`src/shared/gpb_defines.svh`:
```
// Offsets, field positions, reset values and pin masks of the port block.
// Assumes inclusion by bare name from the port module and its test bench.
`ifndef GPB_DEFINES_SVH
`define GPB_DEFINES_SVH
// ****************************************************************
// Register map
// ****************************************************************
`define GPB_ADDR_W 8
`define GPB_CFG_WORD 6'h00
`define GPB_MODE_MSB 31
`define GPB_MODE_LSB 24
`define GPB_DIR_MSB 23
`define GPB_DIR_LSB 16
`define GPB_DATA_MSB 7
`define GPB_DATA_LSB 0
`define GPB_GAP_ZERO 8'h00
`define GPB_STRB_MODE 3
`define GPB_STRB_DIR 2
`define GPB_STRB_DATA 0
`define GPB_MODE_RST 8'h00
`define GPB_DIR_RST 8'h00
`define GPB_DATA_RST 8'h00
`define GPB_RESP_OKAY 2'h0
`define GPB_RESP_SLVERR 2'h2
// ****************************************************************
// Pin roles
// ****************************************************************
`define GPB_PIN_TXD 7
`define GPB_PIN_DREQ 6
`define GPB_PIN_RTS 5
`define GPB_PIN_CLK 4
`define GPB_PIN_RXD 3
`define GPB_PIN_DSR 2
`define GPB_PIN_CTS 1
`define GPB_PIN_DCD 0
`define GPB_SF_HAS_OUT 8'hF7
`define GPB_SF_HAS_IN 8'h7F
`define GPB_RXD_IDLE 1'h1
`endif

```
`src/shared/gpb_pkg.sv`:
```
// Types shared by the eight-pin port block.
// Assumes the defines header sits on the include path.
package gpb_pkg;
  // Pin configuration as {mode, direction}
  typedef enum logic [1:0] {
    CFG_GPIO_IN = 2'b00,
    CFG_GPIO_OUT = 2'b01,
    CFG_SF_IN = 2'b10,
    CFG_SF_OUT = 2'b11
  } gpb_pin_cfg_e;
  // Serial channel B towards the pads, internal polarity
  typedef struct packed {
    logic transmit_line;
    logic terminal_ready;
    logic request_send;
    logic spi_master;
    logic spi_slave;
    logic spi_master_clk;
    logic rx_clock_from_pin;
    logic rx_clock_export;
    logic receive_clock;
    logic gp_output_one;
  } gpb_ser_out_s;
  // Pads towards serial channel B, internal polarity
  typedef struct packed {
    logic receive_line;
    logic spi_slave_clk;
    logic receive_clock;
    logic set_ready;
    logic clear_send;
    logic carrier;
  } gpb_ser_in_s;
  // External DMA channel 4/6 state towards the pads
  typedef struct packed {
    logic req_enable;
    logic ext_cycle;
    logic done_out;
  } gpb_dma_out_s;
  // Pads towards the DMA engine, active high
  typedef struct packed {
    logic request;
    logic done_in;
  } gpb_dma_in_s;
endpackage

```
`src/verilog/gpb_port.sv`:
```
// Eight-pin port with per-pin GPIO or special function selection.
// Assumes an AXI4-Lite master, pads with separate in/out/enable,
// and serial, DMA and MAC logic on the same clock.
//
// Notes on behaviour
// - Mode mask in bits 31:24, bit 31 is pin 7; 1 picks special function.
// - Direction mask in bits 23:16, bit 23 is pin 7; 1 picks output.
// - Data field reads each pin's present state in every configuration.
// - GPIO output pin drives the written data bit.
// - Data writes leave GPIO input and special function pins untouched.
// - GPIO output pin reads back the written data bit.
// - Mode 1 with direction 0 is function input, direction 1 output.
// - Pin 7 function output carries serial B transmit data.
// - Pin 6 function input is active-low DMA request when enabled.
// - Pin 6 function output is terminal ready, inverted at the pad.
// - Pin 5 function input is active-low MAC packet reject.
// - Pin 5 function output is request to send, inverted at the pad.
// - Pin 4 function input feeds SPI slave clock in slave mode.
// - Pin 4 function input feeds receive clock when taken from pin.
// - Pin 4 output is SPI master clock first when master.
// - Otherwise with export set, pin 4 outputs the receive clock.
// - Otherwise pin 4 outputs general output one, inverted.
// - Pin 3 function input carries serial B receive data.
// - Pin 2 out is DMA acknowledge low; in is set-ready.
// - Pin 1 out is frame start marker low; in is clear-to-send.
// - Pin 0 in is DMA done low when enabled; carrier then ignored.
`timescale 1ns/100ps
`include "gpb_defines.svh"

module gpb_port import gpb_pkg::*; (
  input wire logic core_clk_i,
  input wire logic resetn_i,
  input wire logic [`GPB_ADDR_W-1:0] s_axi_awaddr_i,
  input wire logic s_axi_awvalid_i,
  output logic s_axi_awready_o,
  input wire logic [31:0] s_axi_wdata_i,
  input wire logic [3:0] s_axi_wstrb_i,
  input wire logic s_axi_wvalid_i,
  output logic s_axi_wready_o,
  output logic [1:0] s_axi_bresp_o,
  output logic s_axi_bvalid_o,
  input wire logic s_axi_bready_i,
  input wire logic [`GPB_ADDR_W-1:0] s_axi_araddr_i,
  input wire logic s_axi_arvalid_i,
  output logic s_axi_arready_o,
  output logic [31:0] s_axi_rdata_o,
  output logic [1:0] s_axi_rresp_o,
  output logic s_axi_rvalid_o,
  input wire logic s_axi_rready_i,
  input wire logic [7:0] pad_in_i,
  output logic [7:0] pad_out_o,
  output logic [7:0] pad_oe_o,
  input wire gpb_ser_out_s ser_i,
  output gpb_ser_in_s ser_o,
  input wire gpb_dma_out_s dma_i,
  output gpb_dma_in_s dma_o,
  input wire logic rx_frame_start_i,
  output logic mac_reject_o
);

  // ****************************************************************
  // Helpers
  // ****************************************************************
  function automatic gpb_pin_cfg_e pin_cfg(input logic m, input logic d);
    return gpb_pin_cfg_e'({m, d});
  endfunction

  function automatic logic word_hit(input logic [`GPB_ADDR_W-1:0] a);
    return a[`GPB_ADDR_W-1:2] == `GPB_CFG_WORD;
  endfunction

  logic [7:0] pad_meta_q;
  logic [7:0] pad_sync_q;
  logic [7:0] mode_q;
  logic [7:0] mode_d;
  logic [7:0] dir_q;
  logic [7:0] dir_d;
  logic [7:0] data_q;
  logic [7:0] data_d;
  logic [7:0] pad_out_q;
  logic [7:0] pad_out_d;
  logic [7:0] pad_oe_q;
  logic [7:0] pad_oe_d;
  logic [7:0] gout;
  logic [7:0] sfin;
  logic [7:0] sfout;
  logic [7:0] sf_val;
  logic [7:0] data_view;
  logic [7:0] data_wmask;
  gpb_ser_in_s ser_q;
  gpb_ser_in_s ser_d;
  gpb_dma_in_s dma_q;
  gpb_dma_in_s dma_d;
  logic reject_q;
  logic reject_d;

  // ****************************************************************
  // Pad input synchroniser
  // ****************************************************************
  // Pads are asynchronous; only the second stage feeds any logic
  always_ff @(posedge core_clk_i) begin
    if (!resetn_i) begin
      pad_meta_q <= 8'h00;
      pad_sync_q <= 8'h00;
    end else begin
      pad_meta_q <= pad_in_i;
      pad_sync_q <= pad_meta_q;
    end
  end

  // ****************************************************************
  // Pin configuration decode
  // ****************************************************************
  // One decoded role per pin
  for (genvar g = 0; g < 8; g++) begin : g_cfg
    assign gout[g] = pin_cfg(mode_q[g], dir_q[g]) == CFG_GPIO_OUT;
    assign sfin[g] = pin_cfg(mode_q[g], dir_q[g]) == CFG_SF_IN;
    assign sfout[g] = pin_cfg(mode_q[g], dir_q[g]) == CFG_SF_OUT;
  end

  // ****************************************************************
  // AXI4-Lite slave
  // ****************************************************************
  logic aw_held_q;
  logic w_held_q;
  logic [`GPB_ADDR_W-1:0] awbuf_q;
  logic [31:0] wbuf_q;
  logic [3:0] sbuf_q;
  logic bvalid_q;
  logic [1:0] bresp_q;
  logic rvalid_q;
  logic [1:0] rresp_q;
  logic [31:0] rdata_q;
  logic aw_hs;
  logic w_hs;
  logic ar_hs;
  logic wr_fire;
  logic wr_hit;
  logic rd_hit;

  // Address and data are parked until both have arrived
  assign s_axi_awready_o = !aw_held_q;
  assign s_axi_wready_o = !w_held_q;
  assign s_axi_arready_o = !rvalid_q;
  assign aw_hs = s_axi_awvalid_i && s_axi_awready_o;
  assign w_hs = s_axi_wvalid_i && s_axi_wready_o;
  assign ar_hs = s_axi_arvalid_i && s_axi_arready_o;
  assign wr_fire = aw_held_q && w_held_q && !bvalid_q;
  assign wr_hit = wr_fire && word_hit(awbuf_q);
  assign rd_hit = word_hit(s_axi_araddr_i);

  // Write channels; a new pair waits until the response is taken
  always_ff @(posedge core_clk_i) begin
    if (!resetn_i) begin
      aw_held_q <= 1'b0;
      w_held_q <= 1'b0;
      awbuf_q <= '0;
      wbuf_q <= 32'h00000000;
      sbuf_q <= 4'h0;
    end else begin
      if (aw_hs) begin
        aw_held_q <= 1'b1;
        awbuf_q <= s_axi_awaddr_i;
      end else if (wr_fire) begin
        aw_held_q <= 1'b0;
      end
      if (w_hs) begin
        w_held_q <= 1'b1;
        wbuf_q <= s_axi_wdata_i;
        sbuf_q <= s_axi_wstrb_i;
      end else if (wr_fire) begin
        w_held_q <= 1'b0;
      end
    end
  end

  // Write response; unmapped words answer SLVERR
  always_ff @(posedge core_clk_i) begin
    if (!resetn_i) begin
      bvalid_q <= 1'b0;
      bresp_q <= `GPB_RESP_OKAY;
    end else if (wr_fire) begin
      bvalid_q <= 1'b1;
      bresp_q <= wr_hit ? `GPB_RESP_OKAY : `GPB_RESP_SLVERR;
    end else if (s_axi_bready_i) begin
      bvalid_q <= 1'b0;
    end
  end

  assign s_axi_bvalid_o = bvalid_q;
  assign s_axi_bresp_o = bresp_q;

  // Data field shows what each pin really carries now
  for (genvar g = 0; g < 8; g++) begin : g_view
    assign data_view[g] = gout[g] ? data_q[g]
                        : pad_oe_q[g] ? pad_out_q[g] : pad_sync_q[g];
  end

  // Read answer; snapshot taken at the address edge
  always_ff @(posedge core_clk_i) begin
    if (!resetn_i) begin
      rvalid_q <= 1'b0;
      rresp_q <= `GPB_RESP_OKAY;
      rdata_q <= 32'h00000000;
    end else if (ar_hs) begin
      rvalid_q <= 1'b1;
      rresp_q <= rd_hit ? `GPB_RESP_OKAY : `GPB_RESP_SLVERR;
      rdata_q <= rd_hit ? {mode_q, dir_q, `GPB_GAP_ZERO, data_view} : 32'h00000000;
    end else if (s_axi_rready_i) begin
      rvalid_q <= 1'b0;
    end
  end

  assign s_axi_rvalid_o = rvalid_q;
  assign s_axi_rresp_o = rresp_q;
  assign s_axi_rdata_o = rdata_q;

  // ****************************************************************
  // Configuration register
  // ****************************************************************
  // Data bits land only on pins that are GPIO outputs before the write
  assign data_wmask = gout & {8{sbuf_q[`GPB_STRB_DATA]}};
  assign mode_d = (wr_hit && sbuf_q[`GPB_STRB_MODE])
                ? wbuf_q[`GPB_MODE_MSB:`GPB_MODE_LSB] : mode_q;
  assign dir_d = (wr_hit && sbuf_q[`GPB_STRB_DIR])
               ? wbuf_q[`GPB_DIR_MSB:`GPB_DIR_LSB] : dir_q;
  assign data_d = wr_hit
                ? (data_q & ~data_wmask)
                  | (wbuf_q[`GPB_DATA_MSB:`GPB_DATA_LSB] & data_wmask)
                : data_q;

  // Every pin starts as a GPIO input
  always_ff @(posedge core_clk_i) begin
    if (!resetn_i) begin
      mode_q <= `GPB_MODE_RST;
      dir_q <= `GPB_DIR_RST;
      data_q <= `GPB_DATA_RST;
    end else begin
      mode_q <= mode_d;
      dir_q <= dir_d;
      data_q <= data_d;
    end
  end

  // ****************************************************************
  // Special function outputs
  // ****************************************************************
  // Pad values, already in pad polarity
  assign sf_val[`GPB_PIN_TXD] = ser_i.transmit_line;
  assign sf_val[`GPB_PIN_DREQ] = !ser_i.terminal_ready;
  assign sf_val[`GPB_PIN_RTS] = !ser_i.request_send;
  assign sf_val[`GPB_PIN_CLK] = ser_i.spi_master ? ser_i.spi_master_clk
                              : ser_i.rx_clock_export ? ser_i.receive_clock
                              : !ser_i.gp_output_one;
  assign sf_val[`GPB_PIN_RXD] = 1'b0;
  assign sf_val[`GPB_PIN_DSR] = !(dma_i.req_enable && dma_i.ext_cycle);
  assign sf_val[`GPB_PIN_CTS] = !rx_frame_start_i;
  assign sf_val[`GPB_PIN_DCD] = !(dma_i.req_enable && dma_i.done_out);

  // Combinations with no function leave the pad undriven
  assign pad_out_d = (gout & data_q) | (sfout & sf_val);
  assign pad_oe_d = gout | (sfout & `GPB_SF_HAS_OUT);

  // Registered so pads never see decode glitches
  always_ff @(posedge core_clk_i) begin
    if (!resetn_i) begin
      pad_out_q <= 8'h00;
      pad_oe_q <= 8'h00;
    end else begin
      pad_out_q <= pad_out_d;
      pad_oe_q <= pad_oe_d;
    end
  end

  assign pad_out_o = pad_out_q;
  assign pad_oe_o = pad_oe_q;

  // ****************************************************************
  // Special function inputs
  // ****************************************************************
  // Clock inputs are sampled, so they must run well below core_clk_i
  assign ser_d.receive_line = sfin[`GPB_PIN_RXD]
                            ? pad_sync_q[`GPB_PIN_RXD] : `GPB_RXD_IDLE;
  assign ser_d.spi_slave_clk = sfin[`GPB_PIN_CLK] && ser_i.spi_slave
                             && pad_sync_q[`GPB_PIN_CLK];
  assign ser_d.receive_clock = sfin[`GPB_PIN_CLK] && ser_i.rx_clock_from_pin
                             && pad_sync_q[`GPB_PIN_CLK];
  assign ser_d.set_ready = sfin[`GPB_PIN_DSR] && !pad_sync_q[`GPB_PIN_DSR];
  assign ser_d.clear_send = sfin[`GPB_PIN_CTS] && !pad_sync_q[`GPB_PIN_CTS];
  // Carrier is masked while pin 0 serves as DMA done
  assign ser_d.carrier = sfin[`GPB_PIN_DCD] && !dma_i.req_enable
                       && !pad_sync_q[`GPB_PIN_DCD];
  assign dma_d.request = sfin[`GPB_PIN_DREQ] && dma_i.req_enable
                       && !pad_sync_q[`GPB_PIN_DREQ];
  assign dma_d.done_in = sfin[`GPB_PIN_DCD] && dma_i.req_enable
                       && !pad_sync_q[`GPB_PIN_DCD];
  assign reject_d = sfin[`GPB_PIN_RTS] && !pad_sync_q[`GPB_PIN_RTS];

  // Internal-side outputs from flops
  always_ff @(posedge core_clk_i) begin
    if (!resetn_i) begin
      ser_q <= '0;
      dma_q <= '0;
      reject_q <= 1'b0;
    end else begin
      ser_q <= ser_d;
      dma_q <= dma_d;
      reject_q <= reject_d;
    end
  end

  assign ser_o = ser_q;
  assign dma_o = dma_q;
  assign mac_reject_o = reject_q;
endmodule

```
`config.mk`:
```
export PLATFORM = sky130hd
export DESIGN_NAME = gpb_port
export DESIGN_NICKNAME = d
export VERILOG_FILES = /design/src/shared/gpb_pkg.sv /design/src/verilog/gpb_port.sv
export VERILOG_INCLUDE_DIRS = /design/src /design/src/shared
export SDC_FILE = /design/constraint.sdc
export NUM_CORES = 1
export LEC_CHECK = 0
export ABC_AREA = 1
export CORE_ASPECT_RATIO = 1.2
export CORE_UTILIZATION = 60
export CTS_BUF_LIST = sky130_fd_sc_hd__clkbuf_8
export DETAILED_ROUTE_END_ITERATION = 6
export DONT_BUFFER_PORTS = 1
export GPL_ROUTABILITY_DRIVEN = 0
export PLACE_DENSITY_LB_ADDON = 0.08
export SLEW_MARGIN = 20
export SYNTH_ARGS = -nofsm -noshare
export SYNTH_HDL_FRONTEND = slang
export SYNTH_SLANG_ARGS = --single-unit
```
`constraint.sdc`:
```
create_clock -name core_clk_i -period 2.2 [get_ports core_clk_i]
set_input_delay 0.44 -clock core_clk_i [delete_from_list [all_inputs] [get_ports core_clk_i]]
set_output_delay 0.44 -clock core_clk_i [all_outputs]
set_load 0.03 [all_outputs]
```
# After elaboration in Yosys (flattened, before gate mapping)
# Index checks and enable logic that the tools add are counted.
# word_totals
register_bits,149
out_inout_bits,66
elab_cells,132
# op_classes
eq_ne,23
n_mux,29
bitwise,9
reduce_logical,45
# op_table
operator,n
$and A8 B8 Y8,5
$mux W32,1
$eq A2 B2 Y1 const B,15
$mux W1,26
$or A8 B8 Y8,3
$logic_and A1 B1 Y1,23
$eq A2 B1 Y1 const B,8
$logic_not A1 Y1,16
$logic_not A6 Y1,2
$not A8 Y8,1
$reduce_bool A2 Y1,4
$mux W2,2

# Longest topological paths before layout
# Gate-level depths: netlist (run 1).
# depth
depth_word,5
ltp_mapped,8

# Least setup slack after synthesis (run 1)
# Ideal clock, no wire load.
# synth_timing
path_type,register to register
startpoint,"register rvalid_q, in the netlist s_axi_rvalid_o"
endpoint,"register rdata_q[3], in the netlist s_axi_rdata_o[3]"
arrival_time_ns,1.306
required_ns,2.130
setup_slack_ns,0.823
path_stages_with_launch,7
n_path_buf,1
period_less_slack_ns,1.377
path_cell_list,dfxtp_1 > inv_2 > nand2_2 > nor2_2 > buf_2 > nand2_1 > a21oi_1
# synth_between
elab_chain_len,2
# synth_rtl
element,line_no,text
"start, declared",gpb_port.sv:131,logic rvalid_q;
"start signal, assigned",gpb_port.sv:202,rvalid_q <= 1'b0;
"start signal, assigned",gpb_port.sv:206,rvalid_q <= 1'b1;
"start signal, assigned",gpb_port.sv:210,rvalid_q <= 1'b0;
$logic_not A1 Y1,gpb_port.sv:144,assign s_axi_arready_o = !rvalid_q;
named net s_axi_arready_o,gpb_port.sv:45,"output logic s_axi_arready_o,"
$logic_and A1 B1 Y1,gpb_port.sv:147,assign ar_hs = s_axi_arvalid_i && s_axi_arready_o;
"end signal, assigned",gpb_port.sv:208,"rdata_q <= rd_hit ? {mode_q, dir_q, `GPB_GAP_ZERO, data_view} : 32'h00000000;"
"end, declared",gpb_port.sv:133,logic [31:0] rdata_q;
# The timed path passes the listed nets, and every way through them passes these cells.
# A chain may end at the register's enable or synchronous reset.

# Final worst setup path (run 1)
# layout_timing
startpoint,register w_held_q
endpoint,register wbuf_q[22]
# layout_between
elab_chain_len,2
# layout_rtl
element,line_no,text
"start, declared",gpb_port.sv:125,logic w_held_q;
"start signal, assigned",gpb_port.sv:156,w_held_q <= 1'b0;
"start signal, assigned",gpb_port.sv:168,w_held_q <= 1'b1;
"start signal, assigned",gpb_port.sv:172,w_held_q <= 1'b0;
$logic_not A1 Y1,gpb_port.sv:143,assign s_axi_wready_o = !w_held_q;
$logic_and A1 B1 Y1,gpb_port.sv:146,assign w_hs = s_axi_wvalid_i && s_axi_wready_o;
"end signal, assigned",gpb_port.sv:169,wbuf_q <= s_axi_wdata_i;
"end, declared",gpb_port.sv:127,logic [31:0] wbuf_q;
# Every way passes these cells.

==> flow_summary.toml, run 1 <==
[critical_path]
slowest_stage = "inv_1"
setup.worst_path.class = "register to register"
r2r_end = "wbuf_q[22]$_SDFFE_PN0P_"
start_kind = "register"
cp_cell_sequence = "nor2_1 > inv_1 > buf_4 > a21oi_1"
r2r_slack_ns = 0.50
crit_fanout = 45
worstPathArrival_ns = 2.03
path_buf_inv = 2
end_kind = "register"
reg2reg_from = "w_held_q$_SDFFE_PN0P_"
critPathRequiredTime_ns = 2.52
critPathMaxStageDelay_ns = 0.75
critPathTopFamily = "buffers and inverters"
critical_path_depth = 4
reg2reg_depth = 4

[clock_tree]
clk_pin_slew_worst_paths_ns = 0.07
clk_path_buf_depth = 2
post_cts_resize_count = 0
h-tree-depth = 4
numCtsBuffers = 17
ctsHoldBuffers = 0
post_cts_buffers = 0
cts_num_sinks = 128
cts_tree = "yes"
cts_root_buf = "clkbuf_8"
clock_latency_ns = 0.44

[global_route]
grt_use_total_pct = 24.5
antenna_found_initial = 0
grt_use_met1_pct = 31.0
grt_pass1_wl_um = 16300
grtUsageMet2_pct = 38.0
grt_overflow_total = 0
grt_max_degree = 93
grt_pass1_vias = 3510
use_met3_pct = 8.56
top_usage_layer = "met2"

[pwr]
p_leak_nw = 2.41
power_density_nw_per_um2 = 898
ir_worst_vdd_uv = 489

[sta]
setup_violations = 0
timing.fmax_mhz = 587
setup_ws_ns = 0.497
tns_ns = 0
layout_min_cycle_time_ns = 1.70
period_share_pct = 77.4
rsz0062_at_grt = "false"
tightest_slew_ns = 1.03
max_slew_margin_pct = 31.1
fin_skew_ns = 0.00816
hold_viol = 0
slew_viol_final = 0

[route]
via_count = 4020
routed_wl_um = 10300
drtAntennaViolNets = 0
drtIter0Drc = 206
drt-pass1-iter-count = 5
wl_per_cell_um = 13.2
viasPerCell = 5.16
drcViolationCount = 0

[synth]
async_flop_share_pct = 0
synth_area_leaders = "dfxtp_1, nand2_1, inv_1"
synthSimpleGateAreaFrac_pct = 25.5
syn_inst = 677
synth_xor_area_share_pct = 0
synth-compound-area-share_pct = 9.82
synth_fa_ha_area_share_pct = 0
synthTopCellsByCount = "nand2_1, dfxtp_1, inv_1"
synth_top_family_by_area = "simple AND/OR/NAND/NOR gates"
syn_area_per_cell_sq_um = 7.36
yosysWarnings = 0
synthFlopType = "dfxtp_1"
ys_ff_latch = 128
synth.most_common_cell = "nand2_1"
synth_edf_count = 0
synth_largest_area_cell = "dfxtp_1"
yosysSeqAreaShare_pct = 51.4
synth_top_area_share_pct = 51.4
syn-cell-area_sq_um = 4980
synth.distinct_cells = 25
synth_mux_area_share_pct = 0

[floorplanning]
dieHeight_um = 102
die_x_um = 85.2
start_util_pct = 61.8
coreArea_sq_um = 8060
row_count = 36
pin_count = 147
dieArea_sq_um = 8670

[worst_hold_path]
hold_start = "dma_i[2]"
hp-class = "primary input to register"
hold-path-cell-count = 1
hold_end = "ser_o[0]$_SDFF_PN0_"

[run_status]
status = "finished clean"

[placed_design]
pre_cts_ws_ns = 0.403
io_buffers = 0
place_hpwl_um = 7100

[cells_and_area]
num_antenna_cells = 0
num-nets-final = 754
area_growth_pct = 8.74
final_layout_size_suffix_gt1_share_pct = 7.46

[job]
cap_violations = 0
layout make-up:
cell class	instances	area [sq um]
fillers	713	2650
flip-flops and latches	128	2560
multi-input cells	398	1800
inverters	120	450
clock buffers	19	262
clock inverters	11	165
well taps	95	119
repair buffers	8	60.1
metal layers:
metal	part of all wire, %	vias up
met5	0	-
met2	44	189
met1	46	1737
met4	1.2	0
li1	-	2082
met3	9.2	12
registers in the layout, indices dropped and copies added, names as in the netlist, 2 cells and up, named ones only:
| signal | count |
|---|---|
| pad_out_o | 8 |
| dma_o | 2 |
| pad_sync_q | 8 |
| mode_q | 8 |
| wbuf_q | 24 |
| pad_meta_q | 8 |
| s_axi_rdata_o | 24 |
| dir_q | 8 |
| pad_oe_o | 8 |
| awbuf_q | 6 |
| ser_o | 6 |
| sbuf_q | 3 |
logic make-up after synthesis:
family / count (synthesis)
other: 1
DFF: 128
buffers and inverters: 160
and+or+nand+nor: 293
AOI/OAI and AO/OA: 95
through the flow:
| step | cells | utilization (%) | hold slack (ns) | power [mW] | area [sq um] |
|---|---|---|---|---|---|
| 2_1_floorplan | 686 | - | 0.390 | 2.74 | 5010 |
| 3_3_place_gp | 749 | 61.9 | 0.392 | 2.76 | 4990 |
| 3_5_place_dp | 749 | 61.9 | 0.399 | 2.77 | 4990 |
| 4_1_cts | 779 | 67.2 | 0.0632 | 4.90 | 5420 |
| 5_1_grt | 779 | 67.2 | 0.0554 | 5.04 | 5420 |
| 6_report | 779 | 67.2 | 0.0824 | 4.87 | 5420 |
power breakdown:
part / total (mW) / internal [mW] / leakage, nW / switching, mW
registers: 2.44 / 2.39 / 1.04 / 0.0499
logic: 0.277 / 0.0768 / 1.15 / 0.201
clock network: 2.15 / 1.27 / 0.211 / 0.871
worst max-delay path by stage:
stage                                 from                             to
2_1_floorplan  s_axi_rvalid_o$_SDFFE_PN0P_  s_axi_rdata_o[3]$_SDFFE_PN0P_
4_1_cts              w_held_q$_SDFFE_PN0P_         wbuf_q[0]$_SDFFE_PN0P_
6_report             w_held_q$_SDFFE_PN0P_        wbuf_q[22]$_SDFFE_PN0P_
5_1_grt              w_held_q$_SDFFE_PN0P_        wbuf_q[27]$_SDFFE_PN0P_
3_3_place_gp                s_axi_wvalid_i        wbuf_q[20]$_SDFFE_PN0P_
3_5_place_dp                s_axi_wvalid_i         wbuf_q[0]$_SDFFE_PN0P_
cell usage in the layout (no fill, tap or decap), types with 4 or more instances in the layout:
cell       Yosys  routed
a21oi_1       51      51
buf_4         11       8
bufinv_16      0       4
clkbuf_8       0      19
conb_1         1      10
dfxtp_1      128     128
inv_1        117     118
nand2_1      150     150
nand3_1       34      34
nand4_1       24      24
nor2_1        62      62
nor3_1         5       5
nor4_1         4       4
o21ai_0       40      40
or2_2          6       6
No activity file was read; power rests on OpenSTA's default activity.
==> run 2, diff against run 1 <==
--- a/config.mk
+++ b/config.mk
@@ -8,7 +8,7 @@
 export LEC_CHECK = 0
 export ABC_AREA = 1
 export CORE_ASPECT_RATIO = 1.2
-export CORE_UTILIZATION = 60
+export CORE_UTILIZATION = 59
 export CTS_BUF_LIST = sky130_fd_sc_hd__clkbuf_8
 export DETAILED_ROUTE_END_ITERATION = 6
 export DONT_BUFFER_PORTS = 1
==> constraint.sdc (replaced) <==
create_clock -name core_clk_i -period 1.5 [get_ports core_clk_i]
set_input_delay 0.3 -clock core_clk_i [delete_from_list [all_inputs] [get_ports core_clk_i]]
set_output_delay 0.3 -clock core_clk_i [all_outputs]
set_load 0.03 [all_outputs]
==> run 2 against run 1 <==
  * Final area grew 7.8%
  * Non-clock buffer count is 40 higher
  * Sequential power grew 47%
  * Sequential share of layout area is 3.4 points lower
  * Critical path type unchanged
  * Critical endpoint is now dir_q[5]$_SDFFE_PN0P_
  * Largest power group unchanged
==> flow_summary.toml, run 2 (same netlist as run 1, synthesis figures left out) <==
[run_status]
status = "finished clean"

[sta]
setup_violations = 0
setup_ws_ns = 0.153
slew_viol_final = 0
whs_ns = 0.0201
fin_skew_ns = 0.00820
timing.fmax_mhz = 742
hold_viol = 0
period_share_pct = 89.8
layout_min_cycle_time_ns = 1.35

[cells_and_area]
final_common_cell = "nand2_1"
num-nets-final = 794
num_antenna_cells = 0
postLayoutCoreUtil_pct = 71.6
final_layout_size_suffix_gt1_share_pct = 9.37
num-fill-cells = 708
final_cell_mix = "nand2_1, dfxtp_1, inv_1"
area_growth_pct = 17.2

[critical_path]
worstPathArrival_ns = 1.71
critPathTopFamily = "simple AND/OR/NAND/NOR gates"
reg2reg_from = "awbuf_q[3]$_SDFFE_PN0P_"
cp_cell_sequence = "nor2_1 > nand2_1 > nor2_4 > nand3_2 > nand2_1 > inv_1 > nor2_1"
end_kind = "register"
critPathRequiredTime_ns = 1.87
critPathMaxStageDelay_ns = 0.31
path_buf_inv = 1
r2r_end = "dir_q[5]$_SDFFE_PN0P_"
reg2reg_depth = 7
start_kind = "register"
crit_fanout = 9
setup.worst_path.class = "register to register"
slowest_stage = "dfxtp_1"
r2r_slack_ns = 0.15

[global_route]
grt_pass1_vias = 3682
use_met3_pct = 8.57
grt_pass1_wl_um = 17800
top_usage_layer = "met2"
grt_max_degree = 53
grt_use_met1_pct = 34.6
antenna_found_initial = 0
grtUsageMet2_pct = 41.9
grt_use_total_pct = 26.5
grt_overflow_total = 0

[worst_hold_path]
hold_end = "pad_oe_o[0]$_SDFF_PN0_"
hold_start = "resetn_i"
hp-class = "primary input to register"
hold-path-cell-count = 2

[pwr]
ir_worst_vdd_uv = 720
p_leak_nw = 2.60
power_density_nw_per_um2 = 1190

[route]
drt-pass1-iter-count = 5
drtAntennaViolNets = 0
wl_per_cell_um = 13.4
viasPerCell = 5.08
drcViolationCount = 0
drtIter0Drc = 205
routed_wl_um = 11200
via_count = 4269

[floorplanning]
row_count = 36
dieHeight_um = 103
dieArea_sq_um = 8820
die_x_um = 85.9
pin_count = 147
start_util_pct = 61.1
coreArea_sq_um = 8150

[clock_tree]
cts_root_buf = "clkbuf_8"
clk_pin_slew_worst_paths_ns = 0.07
cts_tree = "yes"
clk_path_buf_depth = 2
cts_num_sinks = 128
clock_latency_ns = 0.43
numCtsBuffers = 17
h-tree-depth = 4

[placed_design]
place_hpwl_um = 7130
pre_cts_ws_ns = 0.124
io_buffers = 0

[job]
cap_violations = 0
-- run 2: changes by cell type in the layout (fill, tap and decap cells not counted), sizes merged --
| cell | before | now |
|---|---|---|
| inv | 119 | 121 |
| bufinv | 4 | 2 |
| dlygate4sd3 | 0 | 23 |
| buf | 8 | 25 |
| clkinv | 5 | 7 |
-- run 2: worst max path at each step --
| stage | slack (ns) | from | end | depth (start not counted) |
|---|---|---|---|---|
| after floorplan | 0.12 | s_axi_rvalid_o$_SDFFE_PN0P_ | s_axi_rdata_o[3]$_SDFFE_PN0P_ | 6 |
| after global placement | 0.11 | s_axi_bvalid_o$_SDFFE_PN0P_ | mode_q[1]$_SDFFE_PN0P_ | 7 |
| after detailed placement | 0.12 | s_axi_bvalid_o$_SDFFE_PN0P_ | mode_q[2]$_SDFFE_PN0P_ | 7 |
| after CTS | 0.09 | s_axi_bvalid_o$_SDFFE_PN0P_ | mode_q[2]$_SDFFE_PN0P_ | 7 |
| after global routing | -0.003 | awbuf_q[3]$_SDFFE_PN0P_ | register | 8 |
| final | 0.15 | awbuf_q[3]$_SDFFE_PN0P_ | dir_q[5]$_SDFFE_PN0P_ | 7 |
-- run 2: cell type report --
type,count,area (sq um),share of cell area (%)
flip-flops and latches,128,2560,43.9
multi-input cells,398,1810,30.9
repair buffers,48,493,8.44
inverters,120,450,7.72
clock buffers,19,262,4.48
well taps,114,143,2.44
clock inverters,13,123,2.10
-- run 2: routing by layer --
metal	vias up	share of wire, %
met3	12	8.2
li1	2157	-
met1	1909	45
met4	0	0.77
met2	191	46
met5	-	0
-- run 2: worst reg2reg max path, cell delays in order (launching register included) --
cell	delay [ns]
dfxtp_1	0.31
nor2_1	0.10
nand2_1	0.10
nor2_4	0.28
nand3_2	0.25
nand2_1	0.11
inv_1	0.04
nor2_1	0.09
-- run 2: report_power, final --
group	switching [mW]	internal, mW
clock network	1.28	1.53
registers	0.0675	3.51
logic	0.352	0.185
total	1.70	5.23
-- run 2: stage by stage --
| stage | setup TNS, ns | power (mW) | std cells | area (sq um) |
|---|---|---|---|---|
| final | 0 | 6.92 | 840 | 5840 |
| after global routing | -0.00338 | 7.22 | 840 | 5840 |
| after CTS | 0 | 6.95 | 835 | 5790 |
| after detailed placement | 0 | 4.10 | 782 | 5180 |
| after global placement | 0 | 4.09 | 782 | 5180 |
| after floorplan | 0 | 4.02 | 686 | 5010 |
-- run 2: what timing repair did --
action	CTS	global route
resized for setup	0	1
hold endpoints to repair	55	3
setup buffers	0	2
hold buffers	21	3
setup endpoints to repair	0	6
==> run 3, diff against run 2 <==
--- a/config.mk
+++ b/config.mk
@@ -6,7 +6,7 @@
 export SDC_FILE = /design/constraint.sdc
 export NUM_CORES = 1
 export LEC_CHECK = 0
-export ABC_AREA = 1
+export ABC_CLOCK_PERIOD_IN_PS = 1500
 export CORE_ASPECT_RATIO = 1.2
 export CORE_UTILIZATION = 59
 export CTS_BUF_LIST = sky130_fd_sc_hd__clkbuf_8
==> run 3 against run 2 <==
  * The flow now finishes with violations (negative setup slack)
  * Global-route usage fell by 1.1 points
  * Register-to-register slack got worse by 0.36 ns
  * Synthesized area down 0.53%
  * Clock-buffer cell count up 1
  * First-iteration DRC count grew 3.9%
  * Largest cell class unchanged
  * Non-clock buffer count rose by 5
==> flow_summary.toml, run 3 <==
[run_status]
status = "finished, violations left"
violations = "negative setup slack"

[worst_hold_path]
hp-class = "primary input to register"

[sta]
hold_viol = 0
timing.fmax_mhz = 584
setup_violations = 24
layout_min_cycle_time_ns = 1.71
setup_ws_ns = -0.211
period_share_pct = 114
fin_skew_ns = 0.00860
rsz0062_at_grt = "true"
slew_viol_final = 0

[synth]
async_flop_share_pct = 0
syn-cell-area_sq_um = 4950
yosysWarnings = 0
ys_ff_latch = 128
synthFlopType = "dfxtp_1"
synth.distinct_cells = 38
yosysSeqAreaShare_pct = 51.7
syn_area_per_cell_sq_um = 9.35
synth_area_leaders = "dfxtp_1, nand2_1, mux2i_1"
synth.most_common_cell = "dfxtp_1"
synth_top_area_share_pct = 51.7
synth_edf_count = 0
syn_inst = 530
synth_largest_area_cell = "dfxtp_1"
synthTopCellsByCount = "dfxtp_1, nand2_1, a21boi_0"

[clock_tree]
clk_pin_slew_worst_paths_ns = 0.07
clock_latency_ns = 0.42
numCtsBuffers = 17
cts_root_buf = "clkbuf_8"
cts_tree = "yes"
h-tree-depth = 4
cts_num_sinks = 128
clk_path_buf_depth = 2

[route]
drcViolationCount = 0
drtIter0Drc = 213
routed_wl_um = 11300
drtAntennaViolNets = 0
via_count = 3698
drt-pass1-iter-count = 4
viasPerCell = 5.33
wl_per_cell_um = 16.3

[global_route]
grt_overflow_total = 0
antenna_found_initial = 0
grt_pass1_wl_um = 16900
grt_use_met1_pct = 31.6
grt_use_total_pct = 25.4
grtUsageMet2_pct = 40.8
grt_max_degree = 129
grt_pass1_vias = 3422
top_usage_layer = "met2"
use_met3_pct = 9.13

[cells_and_area]
final_common_cell = "dfxtp_1"
final_cell_mix = "dfxtp_1, nand2_1, a21boi_0"
fin_cells = 694
num_antenna_cells = 0
num-nets-final = 650
num-fill-cells = 635
area_growth_pct = 19.2
final_layout_size_suffix_gt1_share_pct = 14.0

[critical_path]
setup.worst_path.class = "register to register"
critPathRequiredTime_ns = 1.84
crit_fanout = 8
start_kind = "register"
end_kind = "register"
worstPathArrival_ns = 2.05

[floorplanning]
start_util_pct = 60.8
coreArea_sq_um = 8150
dieArea_sq_um = 8770
dieHeight_um = 102
die_x_um = 85.7
pin_count = 147
row_count = 36

[pwr]
p_leak_nw = 2.23
power.total_mw = 6.52
power_density_nw_per_um2 = 1100
ir_worst_vdd_uv = 569

[placed_design]
place_inst = 633
place_hpwl_um = 7200
io_buffers = 0

[job]
cap_violations = 0
run 3: cell count changes after synthesis, sizes merged, moves of 31 or more:
cell,before,now
a21boi,0,44
a21oi,51,1
inv,118,14
mux2i,0,39
nand2,151,120
nor2,65,15
o21ai,40,8
run 3: kinds of logic after synthesis:
group | count (synthesis) | synth area share [%]
other | 1 | 0.0757
AO/OA/AOI/OAI | 62 | 9.14
buffers and inverters | 57 | 5.23
flip-flops | 128 | 51.7
multiplexers | 47 | 9.70
AND/OR/NAND/NOR | 235 | 24.1
run 3: power breakdown:
part / switching [mW] / internal, mW / total, mW
registers: 0.0628 / 3.49 / 3.55
logic: 0.301 / 0.236 / 0.537
clock network: 1.21 / 1.22 / 2.43
total: 1.58 / 4.94 / 6.52
run 3: routing by layer:
metal | up-vias | part of all wire (%)
met5 | - | 0
met4 | 0 | 1.1
met3 | 10 | 7.0
met2 | 102 | 49
met1 | 1744 | 43
li1 | 1842 | -
run 3: what timing repair did:
item / 4_1_cts / 5_1_grt
pin swaps: 1 / 3
hold buffers: 23 / 1
endpoints found under the setup margin: 24 / 24
buffers inserted: 0 / 6
resized for setup: 0 / 18
gates cloned: 0 / 1
endpoints found under the hold margin: 28 / 1
run 3: cell type report:
class	instances	area, sq um	share of cell area [%]
Sequential cell	128	2560	43.4
Multi-Input combinational cell	355	2290	38.7
Timing Repair Buffer	53	537	9.09
Clock buffer	20	275	4.66
Tap cell	114	143	2.42
Inverter	14	52.6	0.890
Clock inverter	10	47.5	0.805
run 3: per-stage QoR:
step	cell area (sq um)	setup TNS [ns]	utilization (%)	hold WS [ns]	setup slack (ns)
after floorplan	4990	-4.14	-	0.372	-0.296
after global placement	5170	-2.96	63.5	0.376	-0.158
after detailed placement	5170	-3.90	63.5	0.375	-0.203
after CTS	5730	-3.80	70.3	0.00193	-0.200
after global routing	5910	-4.78	72.4	0.000811	-0.244
final	5910	-3.56	72.4	0.0236	-0.211
run 3: worst paths after layout:
path | startpoint | end | slack (ns) | depth (start not counted)
worst max register to register | awbuf_q[2]$_SDFFE_PN0P_ | dir_q[0]$_SDFFE_PN0P_ | -0.21 | 4
worst max-delay path | awbuf_q[2]$_SDFFE_PN0P_ | dir_q[0]$_SDFFE_PN0P_ | -0.21 | 4
worst min-delay path | s_axi_wdata_i[21] | wbuf_q[21]$_SDFFE_PN0P_ | 0.02 | 2
worst min register to register | pad_sync_q[5]$_SDFF_PN0_ | mac_reject_o$_SDFF_PN0_ | 0.43 | 1
run 3: worst max-delay path: stages (launching register included):
cell and delay [ns]:
dfxtp_2 0.34, or4_4 0.60, nor4_4 0.28, buf_12 0.18
mux2i_1 0.22
